File: src/lsbf_pkg.sv
// Constants, register map and state encoding for the LED sink blink and fade control
// Function
// - Fade law 00 selects the linear DAC with linear steps and 01 the square DAC with linear steps.
// - Fade law 10 and 11 select the square DAC with cubic time-step profiles A and B.
// - Both cubic laws keep the square-law DAC codes and only change the dwell time per code.
// - Enable bits 0 to 6 switch sinks 1 to 7 on (1) or off (0); bit 7 is reserved.
// - On-time bits 7:6 select 0.2 s, 0.6 s, 0.8 s or 1.2 s for every blinking sink.
// - An enabled sink with a nonzero off-time stays lit for the on-time and then goes off.
// - Off-times of sinks 7, 6 and 5 sit in bits 5:4, 3:2 and 1:0 of timing register A.
// - Off-time 00 disables the off phase, 01 is 0.6 s, 10 is 1.2 s and 11 is 1.8 s.
// - A blinking sink alternates off-time and on-time for as long as it stays enabled.
// - An enabled sink whose off-time is 00 stays lit without blinking.
// - Off-times of sinks 4, 3, 2 and 1 sit in bits 7:6, 5:4, 3:2 and 1:0 of timing register B.
package lsbf_pkg;

  localparam logic [7:0] FADE_LAW_OFFSET    = 8'h0F;
  localparam logic [7:0] ENABLE_OFFSET      = 8'h10;
  localparam logic [7:0] BLINK_TIME_A_OFFSET = 8'h11;
  localparam logic [7:0] BLINK_TIME_B_OFFSET = 8'h12;

  localparam logic [1:0] FADE_LAW_RESET     = 2'h0;
  localparam logic [6:0] ENABLE_RESET       = 7'h00;
  localparam logic [7:0] BLINK_TIME_A_RESET = 8'h00;
  localparam logic [7:0] BLINK_TIME_B_RESET = 8'h00;

  localparam int FADE_LAW_LSB  = 0;
  localparam int ON_TIME_LSB   = 6;
  localparam int NUM_SINKS     = 7;

  localparam logic [1:0] LAW_LINEAR   = 2'h0;
  localparam logic [1:0] LAW_SQUARE   = 2'h1;
  localparam logic [1:0] LAW_CUBIC_A  = 2'h2;
  localparam logic [1:0] LAW_CUBIC_B  = 2'h3;

  localparam logic [1:0] STEP_LINEAR  = 2'h0;
  localparam logic [1:0] STEP_CUBIC_A = 2'h1;
  localparam logic [1:0] STEP_CUBIC_B = 2'h2;

  // Every documented on and off time is a whole multiple of this step
  localparam int unsigned CLK_HZ       = 200_000_000;
  localparam int unsigned TIME_STEP_MS = 200;
  localparam int unsigned STEP_CYCLES  = CLK_HZ / 1000 * TIME_STEP_MS;

  localparam logic [3:0] ON_STEPS_00  = 4'h1;
  localparam logic [3:0] ON_STEPS_01  = 4'h3;
  localparam logic [3:0] ON_STEPS_10  = 4'h4;
  localparam logic [3:0] ON_STEPS_11  = 4'h6;
  localparam logic [3:0] OFF_STEPS_01 = 4'h3;
  localparam logic [3:0] OFF_STEPS_10 = 4'h6;
  localparam logic [3:0] OFF_STEPS_11 = 4'h9;

  typedef enum logic [2:0] {
    BLINK_IDLE = 3'b001,
    BLINK_ON   = 3'b010,
    BLINK_OFF  = 3'b100
  } lsbf_blink_state_e;

endpackage : lsbf_pkg

File: src/lsbf_sink_blink.sv
// One sink's on/off blink sequencer
`timescale 1ns/1ps
`default_nettype none
module lsbf_sink_blink #(
  parameter int unsigned STEP_CYCLES = lsbf_pkg::STEP_CYCLES
) (
  input  wire logic       clk_sys,
  input  wire logic       reset,
  input  wire logic       enable,
  input  wire logic [1:0] on_sel,
  input  wire logic [1:0] off_sel,
  output logic            lit
);

  lsbf_pkg::lsbf_blink_state_e state;
  logic [31:0]                 count;
  logic [3:0]                  on_steps;
  logic [3:0]                  off_steps;
  logic [31:0]                 on_cycles;
  logic [31:0]                 off_cycles;

  always_comb begin
    case (on_sel)
      2'h0:    on_steps = lsbf_pkg::ON_STEPS_00;
      2'h1:    on_steps = lsbf_pkg::ON_STEPS_01;
      2'h2:    on_steps = lsbf_pkg::ON_STEPS_10;
      default: on_steps = lsbf_pkg::ON_STEPS_11;
    endcase
    case (off_sel)
      2'h1:    off_steps = lsbf_pkg::OFF_STEPS_01;
      2'h2:    off_steps = lsbf_pkg::OFF_STEPS_10;
      default: off_steps = lsbf_pkg::OFF_STEPS_11;
    endcase
    on_cycles  = 32'(32'(on_steps) * STEP_CYCLES);
    off_cycles = 32'(32'(off_steps) * STEP_CYCLES);
  end

  // Comparing with >= lets a shortened time end the phase at once
  always_ff @(posedge clk_sys or posedge reset) begin
    if (reset) begin
      state <= lsbf_pkg::BLINK_IDLE;
      lit   <= 1'b0;
      count <= 32'h0;
    end else begin
      case (state)
        lsbf_pkg::BLINK_IDLE: begin
          if (enable) begin
            state <= lsbf_pkg::BLINK_ON;
            lit   <= 1'b1;
          end
          count <= 32'h0;
        end
        lsbf_pkg::BLINK_ON: begin
          if (!enable) begin
            state <= lsbf_pkg::BLINK_IDLE;
            lit   <= 1'b0;
            count <= 32'h0;
          end else if (off_sel == 2'h0) begin
            count <= 32'h0;
          end else if (count >= on_cycles - 32'h1) begin
            state <= lsbf_pkg::BLINK_OFF;
            lit   <= 1'b0;
            count <= 32'h0;
          end else begin
            count <= count + 32'h1;
          end
        end
        lsbf_pkg::BLINK_OFF: begin
          if (!enable) begin
            state <= lsbf_pkg::BLINK_IDLE;
            count <= 32'h0;
          end else if (off_sel == 2'h0 || count >= off_cycles - 32'h1) begin
            state <= lsbf_pkg::BLINK_ON;
            lit   <= 1'b1;
            count <= 32'h0;
          end else begin
            count <= count + 32'h1;
          end
        end
        default: begin
          state <= lsbf_pkg::BLINK_IDLE;
          lit   <= 1'b0;
          count <= 32'h0;
        end
      endcase
    end
  end

  disabled_goes_dark_a: assert property (@(posedge clk_sys) disable iff (reset)
    !enable |=> !lit) else $error("disabled sink still lit");

  steady_on_a: assert property (@(posedge clk_sys) disable iff (reset)
    enable && off_sel == 2'h0 |=> lit) else $error("sink with off phase disabled not lit");

  on_phase_length_a: assert property (@(posedge clk_sys) disable iff (reset)
    $fell(lit) && $past(enable) |-> $past(count) >= $past(on_cycles) - 32'h1)
    else $error("on phase ended early");

  off_phase_length_a: assert property (@(posedge clk_sys) disable iff (reset)
    $rose(lit) && $past(state) == lsbf_pkg::BLINK_OFF && $past(off_sel) != 2'h0
    |-> $past(count) >= $past(off_cycles) - 32'h1)
    else $error("off phase ended early");

endmodule : lsbf_sink_blink
`default_nettype wire

File: src/lsbf_ctrl.sv
// Register file, fade law decode and seven blink sequencers for the LED current sinks
`timescale 1ns/1ps
`default_nettype none
module lsbf_ctrl #(
  parameter int unsigned STEP_CYCLES = lsbf_pkg::STEP_CYCLES
) (
  input  wire logic       clk_sys,
  input  wire logic       reset,
  input  wire logic [7:0] reg_addr,
  input  wire logic [7:0] reg_wdata,
  input  wire logic       reg_write,
  input  wire logic       reg_read,
  output logic      [7:0] reg_rdata,
  output logic      [6:0] sink_on,
  output logic            dac_square_law,
  output logic      [1:0] time_step_profile
);

  logic [1:0]  fade_transfer_law;
  logic [6:0]  sink_enable;
  logic [7:0]  sink_blink_time_a;
  logic [7:0]  sink_blink_time_b;
  logic [1:0]  blink_on_time;
  logic [13:0] off_fields;

  // Only implemented bits are stored, so reserved bits cannot reach the sinks
  always_ff @(posedge clk_sys or posedge reset) begin
    if (reset) begin
      fade_transfer_law <= lsbf_pkg::FADE_LAW_RESET;
    end else if (reg_write && reg_addr == lsbf_pkg::FADE_LAW_OFFSET) begin
      fade_transfer_law <= reg_wdata[lsbf_pkg::FADE_LAW_LSB +: 2];
    end
  end

  always_ff @(posedge clk_sys or posedge reset) begin
    if (reset) begin
      sink_enable <= lsbf_pkg::ENABLE_RESET;
    end else if (reg_write && reg_addr == lsbf_pkg::ENABLE_OFFSET) begin
      sink_enable <= reg_wdata[6:0];
    end
  end

  always_ff @(posedge clk_sys or posedge reset) begin
    if (reset) begin
      sink_blink_time_a <= lsbf_pkg::BLINK_TIME_A_RESET;
    end else if (reg_write && reg_addr == lsbf_pkg::BLINK_TIME_A_OFFSET) begin
      sink_blink_time_a <= reg_wdata;
    end
  end

  always_ff @(posedge clk_sys or posedge reset) begin
    if (reset) begin
      sink_blink_time_b <= lsbf_pkg::BLINK_TIME_B_RESET;
    end else if (reg_write && reg_addr == lsbf_pkg::BLINK_TIME_B_OFFSET) begin
      sink_blink_time_b <= reg_wdata;
    end
  end

  // Read data is registered; unmapped addresses answer zero
  always_ff @(posedge clk_sys or posedge reset) begin
    if (reset) begin
      reg_rdata <= 8'h00;
    end else if (reg_read) begin
      case (reg_addr)
        lsbf_pkg::FADE_LAW_OFFSET:     reg_rdata <= {6'h00, fade_transfer_law};
        lsbf_pkg::ENABLE_OFFSET:       reg_rdata <= {1'b0, sink_enable};
        lsbf_pkg::BLINK_TIME_A_OFFSET: reg_rdata <= sink_blink_time_a;
        lsbf_pkg::BLINK_TIME_B_OFFSET: reg_rdata <= sink_blink_time_b;
        default:                       reg_rdata <= 8'h00;
      endcase
    end
  end

  // Law decode; the DAC code path is untouched by the cubic laws
  always_ff @(posedge clk_sys or posedge reset) begin
    if (reset) begin
      dac_square_law    <= 1'b0;
      time_step_profile <= lsbf_pkg::STEP_LINEAR;
    end else begin
      case (fade_transfer_law)
        lsbf_pkg::LAW_LINEAR: begin
          dac_square_law    <= 1'b0;
          time_step_profile <= lsbf_pkg::STEP_LINEAR;
        end
        lsbf_pkg::LAW_SQUARE: begin
          dac_square_law    <= 1'b1;
          time_step_profile <= lsbf_pkg::STEP_LINEAR;
        end
        lsbf_pkg::LAW_CUBIC_A: begin
          dac_square_law    <= 1'b1;
          time_step_profile <= lsbf_pkg::STEP_CUBIC_A;
        end
        default: begin
          dac_square_law    <= 1'b1;
          time_step_profile <= lsbf_pkg::STEP_CUBIC_B;
        end
      endcase
    end
  end

  assign blink_on_time = sink_blink_time_a[lsbf_pkg::ON_TIME_LSB +: 2];
  // Field of sink n+1 is off_fields[2n+1:2n]
  assign off_fields    = {sink_blink_time_a[5:0], sink_blink_time_b};

  for (genvar i = 0; i < lsbf_pkg::NUM_SINKS; i++) begin : g_sink
    lsbf_sink_blink #(
      .STEP_CYCLES (STEP_CYCLES)
    ) u_blink (
      .clk_sys (clk_sys),
      .reset   (reset),
      .enable  (sink_enable[i]),
      .on_sel  (blink_on_time),
      .off_sel (off_fields[2*i +: 2]),
      .lit     (sink_on[i])
    );
  end

  law_linear_decode_a: assert property (@(posedge clk_sys) disable iff (reset)
    ##1 dac_square_law == ($past(fade_transfer_law) != lsbf_pkg::LAW_LINEAR))
    else $error("square law select does not follow fade law");

  law_cubic_profile_a: assert property (@(posedge clk_sys) disable iff (reset)
    fade_transfer_law == lsbf_pkg::LAW_CUBIC_B |=> time_step_profile == lsbf_pkg::STEP_CUBIC_B && dac_square_law)
    else $error("cubic B law decoded wrongly");

  law_reserved_zero_a: assert property (@(posedge clk_sys) disable iff (reset)
    reg_read && reg_addr == lsbf_pkg::FADE_LAW_OFFSET |=> reg_rdata == {6'h00, $past(fade_transfer_law)})
    else $error("reserved law bits read nonzero");

  enable_write_a: assert property (@(posedge clk_sys) disable iff (reset)
    reg_write && reg_addr == lsbf_pkg::ENABLE_OFFSET |=> sink_enable == $past(reg_wdata[6:0]) ##1
    sink_on == ($past(reg_wdata[6:0], 2) & sink_on))
    else $error("enable write not applied");

  timing_b_store_a: assert property (@(posedge clk_sys) disable iff (reset)
    reg_write && reg_addr == lsbf_pkg::BLINK_TIME_B_OFFSET && !reg_read
    ##1 reg_read && reg_addr == lsbf_pkg::BLINK_TIME_B_OFFSET && !reg_write
    |=> reg_rdata == $past(reg_wdata, 2))
    else $error("timing register B readback wrong");

endmodule : lsbf_ctrl
`default_nettype wire

File: config.mk
export PLATFORM = sky130hd
export DESIGN_NAME = lsbf_ctrl
export DESIGN_NICKNAME = d
export VERILOG_FILES = /design/src/lsbf_pkg.sv /design/src/lsbf_sink_blink.sv /design/src/lsbf_ctrl.sv
export SDC_FILE = /design/constraint.sdc
export NUM_CORES = 1
export LEC_CHECK = 0
export CAP_MARGIN = 0
export CELL_PAD_IN_SITES_DETAIL_PLACEMENT = 1
export CELL_PAD_IN_SITES_GLOBAL_PLACEMENT = 1
export CORE_ASPECT_RATIO = 1.25
export CORE_MARGIN = 1
export CORE_UTILIZATION = 55
export CTS_CLUSTER_DIAMETER = 40
export DETAILED_ROUTE_END_ITERATION = 16
export DONT_BUFFER_PORTS = 1
export PLACE_DENSITY = 0.86
export SYNTH_ARGS = -nofsm -noshare
export SYNTH_HDL_FRONTEND = slang
export SYNTH_SLANG_ARGS = --single-unit
File: constraint.sdc
create_clock -name clk_sys -period 30.7 [get_ports clk_sys]
set_input_delay 9.21 -clock clk_sys [delete_from_list [all_inputs] [get_ports clk_sys]]
set_output_delay 9.21 -clock clk_sys [all_outputs]
set_load 0.005 [all_outputs]
# [Word level (Yosys, flattened, before mapping)]
# Index checks and enable logic that the tools add are counted.
[word_totals] word_cells=336 out_inout_bits=18 in_bits=20 ff_bits=288
[op_classes] n_eq_ne=85 muxes=151 mul=8 magnitude_cmp=14 reduce_logical=35 n_addsub=15
[ops] cell="32-bit 2-to-1 mux" count=35
[ops] cell="32-bit >= comparator" count=14
[ops] cell="32-bit case mux with 2 select lines" count=7
[ops] cell="30-bit by 1-bit subtractor with 31-bit output, second input constant" count=8
[ops] cell="32-bit by 1-bit adder with 32-bit output, second input constant" count=7
[ops] cell="4-bit by 17-bit multiplier with 21-bit output, second input constant" count=7
[ops] cell="3-bit 2-to-1 mux" count=42
[ops] cell="3-bit case mux with 3 select lines" count=8
[ops] cell="4-bit case mux with 2 select lines" count=7
[ops] cell="1-bit 2-to-1 mux" count=43
[ops] cell="3-bit by 2-bit inequality test with 1-bit output, second input constant" count=14
[ops] cell="5-bit AND reduction" count=7
[ops] cell="8-bit case mux with 4 select lines" count=1
[ops] cell="2-bit inequality test, second input constant" count=14
[ops] cell="4-bit AND reduction" count=7
[ops] cell="8-bit by 5-bit equality test with 1-bit output, second input constant" count=3
[ops] cell="3-bit by 1-bit equality test with 1-bit output, second input constant" count=7
[ops] cell="3-bit by 2-bit equality test with 1-bit output, second input constant" count=7
[ops] cell="3-bit equality test, second input constant" count=7
[ops] cell="3-bit inequality test, second input constant" count=7
[ops] cell="1-bit case mux with 3 select lines" count=7
[ops] cell="3-bit by 17-bit multiplier with 20-bit output, second input constant" count=1
[ops] cell="2-bit by 1-bit equality test with 1-bit output, second input constant" count=9
[ops] cell="2-bit equality test, second input constant" count=9
[ops] cell="other kinds (7)" count=30

# [Logic depth before layout (Yosys ltp)]
[logic_depth] ltp_word=9 ltp_mapped=18 mapped_depth_nobuf=17

# [Hierarchy]
# From an unflattened synthesis, not the netlist that was laid out.
[hier_totals] cells_unflattened=2318 area_unflattened_um2=21799.7
[by_module_without_submodules] module="lsbf_sink_blink at g_sink[0].u_blink ..." seq_area_each_um2=902.1 n_inst=6 cells_per_inst=312 area_per_inst_um2=2855.2
[by_module_without_submodules] module="lsbf_sink_blink at g_sink[6].u_blink" seq_area_each_um2=902.1 n_inst=1 cells_per_inst=330 area_per_inst_um2=3076.7
[by_module_without_submodules] module="lsbf_ctrl" seq_area_each_um2=900.9 n_inst=1 cells_per_inst=116 area_per_inst_um2=1591.5

# [Worst setup path before layout]
# Ideal clock, no wire load.
[synth_path] path_kind="input port to flip-flop" startpoint="input port reg_addr[5]" endpoint="register sink_blink_time_b[0]" stages=5 setup_slack_ps=19495 setup_time_ps=125 n_path_buf=0 arrival_ps=11080 t_required_ps=30575 cell_sequence="or3_1 > or4b_1 > nor3b_1 > nand2_1 > mux2_2"
[synth_via] elab_chain_cells=2
[synth_lines] item="start, declared" line="lsbf_ctrl.sv:9" source="input wire logic [7:0] reg_addr,"
[synth_lines] item="8-bit by 5-bit equality test with 1-bit output" line="lsbf_ctrl.sv:54" source="end else if (reg_write && reg_addr == lsbf_pkg::BLINK_TIME_B_OFFSET) begin"
[synth_lines] item="1-bit logical AND" line="lsbf_ctrl.sv:54"
[synth_lines] item="end signal, assigned" line="lsbf_ctrl.sv:53" source="sink_blink_time_b <= lsbf_pkg::BLINK_TIME_B_RESET;"
[synth_lines] item="end signal, assigned" line="lsbf_ctrl.sv:55" source="sink_blink_time_b <= reg_wdata;"
[synth_lines] item="end, declared" line="lsbf_ctrl.sv:22" source="logic [7:0] sink_blink_time_b;"
# Every way passes these cells.
# A chain may end at the register's enable or synchronous reset.

==> results_dict.tcl <==
set metrics [dict create \
    status "complete, no violations" \
    synth_area_um2 20090 \
    min-delay-start "g_sink[2].u_blink.count[0]$_DFF_PP0_" \
    ant_nets 0 \
    cts_max_path_buffers 3 \
    period_share_pct 36.81 \
    fin_crit_ns 11.30 \
    vias 16480 \
    syn-instance-count 2112 \
    drcViolationCount 0 \
    finalMaxSlewViolations 0 \
    die_area_um2 37310 \
    yosysWarnings 0 \
    synth-async-reset-ratio_pct 100.0 \
    critPathMaxStageDelay_ns 0.96 \
    ys_seq_area_share_pct 35.91 \
    clk_latency_ns 0.55 \
    drive_gt1_share_pct 8.198 \
    reg2reg_from "sink_blink_time_a[6]$_DFFE_PP0P_" \
    initial_utilization_pct 56.37 \
    die_w_um 173.0 \
    powerDensity_nw_per_um2 44.94 \
    die_y_um 215.7 \
    r2r_cells 19 \
    finalSetupViolations 0 \
    overflow 0 \
    synth_common_cells "ha_1 (295), nor2_1 (283), dfrtp_1 (281)" \
    diodes 0 \
    synth_edf_count 0 \
    worstPathArrival_ns 11.81 \
    tritoncts "built" \
    synth_top_area_cell "dfrtp_1" \
    crit_cells 3 \
    syn-mean-instance-area_um2 9.514 \
    gp_congestion 0.8855 \
    seq_power_share_pct 40.6 \
    cts-root-buf "clkbuf_16" \
    post_cts_resized 0 \
    crit_chain "inv_8 > buf_4 > buf_4" \
    drtIter0Drc 840 \
    p_clk_share_pct 51.2 \
    ir_drop_mv 0.03949 \
    cp_common_cell "buf_4" \
    critical_path_buf_inv_count 3 \
    grt_pass1_wl_um 96480 \
    viasPerCell 6.257 \
    antenna_found_initial 0 \
    firstDrtPassIters 5 \
    wl_um 58730 \
    timing.rr.end "g_sink[1].u_blink.count[30]$_DFF_PP0_" \
    p_leak_uw 0.01003 \
    p_total_uw 989.2 \
    fp-row-count 77 \
    hpwl_um 40050 \
    combPwrFrac_pct 8.2 \
    synth.most_common_cell "ha_1" \
    synth_area_leaders "dfrtp_1 (35%), ha_1 (18%), xor2_1 (6.1%)" \
    wl_per_cell_um 22.31 \
    ctsHtreeMaxLevel 2 \
    areaGrowthSynthToFinish_pct 9.552 \
    final_nets 2441 \
    rsz0062_at_grt "false" \
    p_int_uw 725.4 \
    cts.sinks 288 \
    r2r_setup_slack_ns 24.85 \
    cpMaxStageDelayCell "buf_4" \
    numPortBuffers 0 \
    cp-start-kind "input port" \
    hold_end "g_sink[2].u_blink.count[0]$_DFF_PP0_" \
    coreArea_um2 35650 \
    critPathKind "in2async" \
    fin_skew_ns 0.01416 \
    grt_max_degree 140 \
    path_clk_slew_ns 0.06 \
    cp_data_required_time_ns 31.21 \
    grt_pass1_vias 18470 \
    fmax_ghz 0.08850 \
    cts_hold_buffers 0 \
    worstMarginPinSlew_ns 1.222 \
    p_sw_share_pct 26.66 \
    setup_tns_ns 0 \
    post_cts_buffers 0 \
    yosysUniqueCellTypes 89 \
    min_delay_path_depth 1 \
    ys_seq_elements 288 \
    max_cap_violations 0 \
    end_kind "asynchronous set/reset pin" \
    path_delay_family "buffers and inverters" \
    synth_top_area_share_pct 34.99 \
    grt_use_total_pct 32.13 \
    ys.flop_type "dfrtp_1" \
    path_max_fanout 139 \
    hold_path_class "reg2reg" \
    numCtsBuffers 43 \
    p_switching_uw 263.8 \
    max-slew-margin-rel_pct 18.55 \
    ioPinCount 38 \
    hold_viol_final 0 \
]
==> cells in the final DEF, fill, tap and decap left out, types with 8 or more instances in the layout <==
master,n
ha_1,295
nor2_1,283
dfrtp_1,281
nand2_1,151
xor2_1,141
nand3_1,106
inv_1,88
xnor2_1,82
a21oi_1,69
nand4_1,60
o21ai_0,55
a21o_1,45
clkbuf_16,45
and3_1,42
nor2_2,30
mux2_2,27
and4_1,24
nor2b_1,23
nor3_1,21
a31oi_1,17
a211oi_1,15
o211ai_1,15
nor4_1,12
buf_4,12
a211o_1,10
maj3_1,9
a2111oi_0,8
or4_1,8
or3_1,8
o22ai_1,8
==> worst max-delay path by stage <==
stage	start	end	slack (ns)
6_report	reset	sink_blink_time_a[4]$_DFFE_PP0P_	19.40
5_1_grt	reset	g_sink[6].u_blink.count[21]$_DFF_PP0_	18.92
4_1_cts	reset	g_sink[0].u_blink.count[30]$_DFF_PP0_	19.27
3_5_place_dp	reset	g_sink[6].u_blink.count[17]$_DFF_PP0_	18.68
3_3_place_gp	reset	g_sink[6].u_blink.count[18]$_DFF_PP0_	18.80
2_1_floorplan	reset	dac_square_law$_DFF_PP0_	13.55
==> registers in the layout, indices dropped and copies added (netlist names) <==
| register | flops |
|---|---|
| g_sink.u_blink.count | 224 |
| g_sink.u_blink.state | 21 |
| reg_rdata | 8 |
| sink_blink_time_a | 8 |
| sink_blink_time_b | 8 |
| g_sink.u_blink.lit | 7 |
| sink_enable | 7 |
| fade_transfer_law | 2 |
| time_step_profile | 2 |
| dac_square_law | 1 |
==> worst reg2reg max path, delay by kind of cell, from the launching register on <==
family	cells	cell delay, ns
buf+inv	4	1.26
compound gates	7	2.16
flops	1	0.33
xor+xnor	1	0.21
fa+ha+maj	3	0.93
simple gates	4	0.78
==> stage by stage <==
stage	worst slack [ns]	util [%]	area [um2]	std cells	hold slack (ns)
final	19.40	61.76	22010	2633	0.4819
after floorplan	13.55	-	20120	2118	0.4329
after CTS	19.27	61.76	22010	2633	0.4858
after detailed placement	18.68	57.62	20540	2555	0.4772
after global placement	18.80	57.62	20540	2555	0.4509
after global routing	18.92	61.76	22010	2633	0.5101
==> cell type report <==
type | count | area (um2)
clock buffers | 50 | 1185
clock inverters | 28 | 287.8
fillers | 4006 | 13630
inverters | 90 | 345.3
multi-input cells | 1691 | 12300
flip-flops and latches | 288 | 7216
well taps | 474 | 593.1
repair buffers | 12 | 90.09
==> power by group through the flow <==
stage	logic [uW]	registers (uW)	clock network, uW
floorplan	62.5	402	0
detailed placement	78.7	408	0
global route	89.7	402	528
global placement	72.3	407	0
CTS	81.1	401	515
finish	81.1	402	507
==> logic make-up after synthesis <==
logic type	synth area share, %
xor+xnor	9.720
compound gates	10.47
buf+inv	3.063
mux	1.818
fa+ha+maj	18.93
simple gates	20.07
flops	35.91
other cells	0.01866
==> per-layer routing <==
| metal | global-route usage [%] | routed length, um | up-vias |
|---|---|---|---|
| li1 | - | - | 7550 |
| met3 | 6.096 | 2985 | 191 |
| met4 | 14.78 | 2585 | 0 |
| met2 | 58.15 | 30080 | 381 |
| met1 | 36.43 | 23080 | 8353 |
| met5 | 0 | 0 | - |
Power figures use the tool's default switching activity.
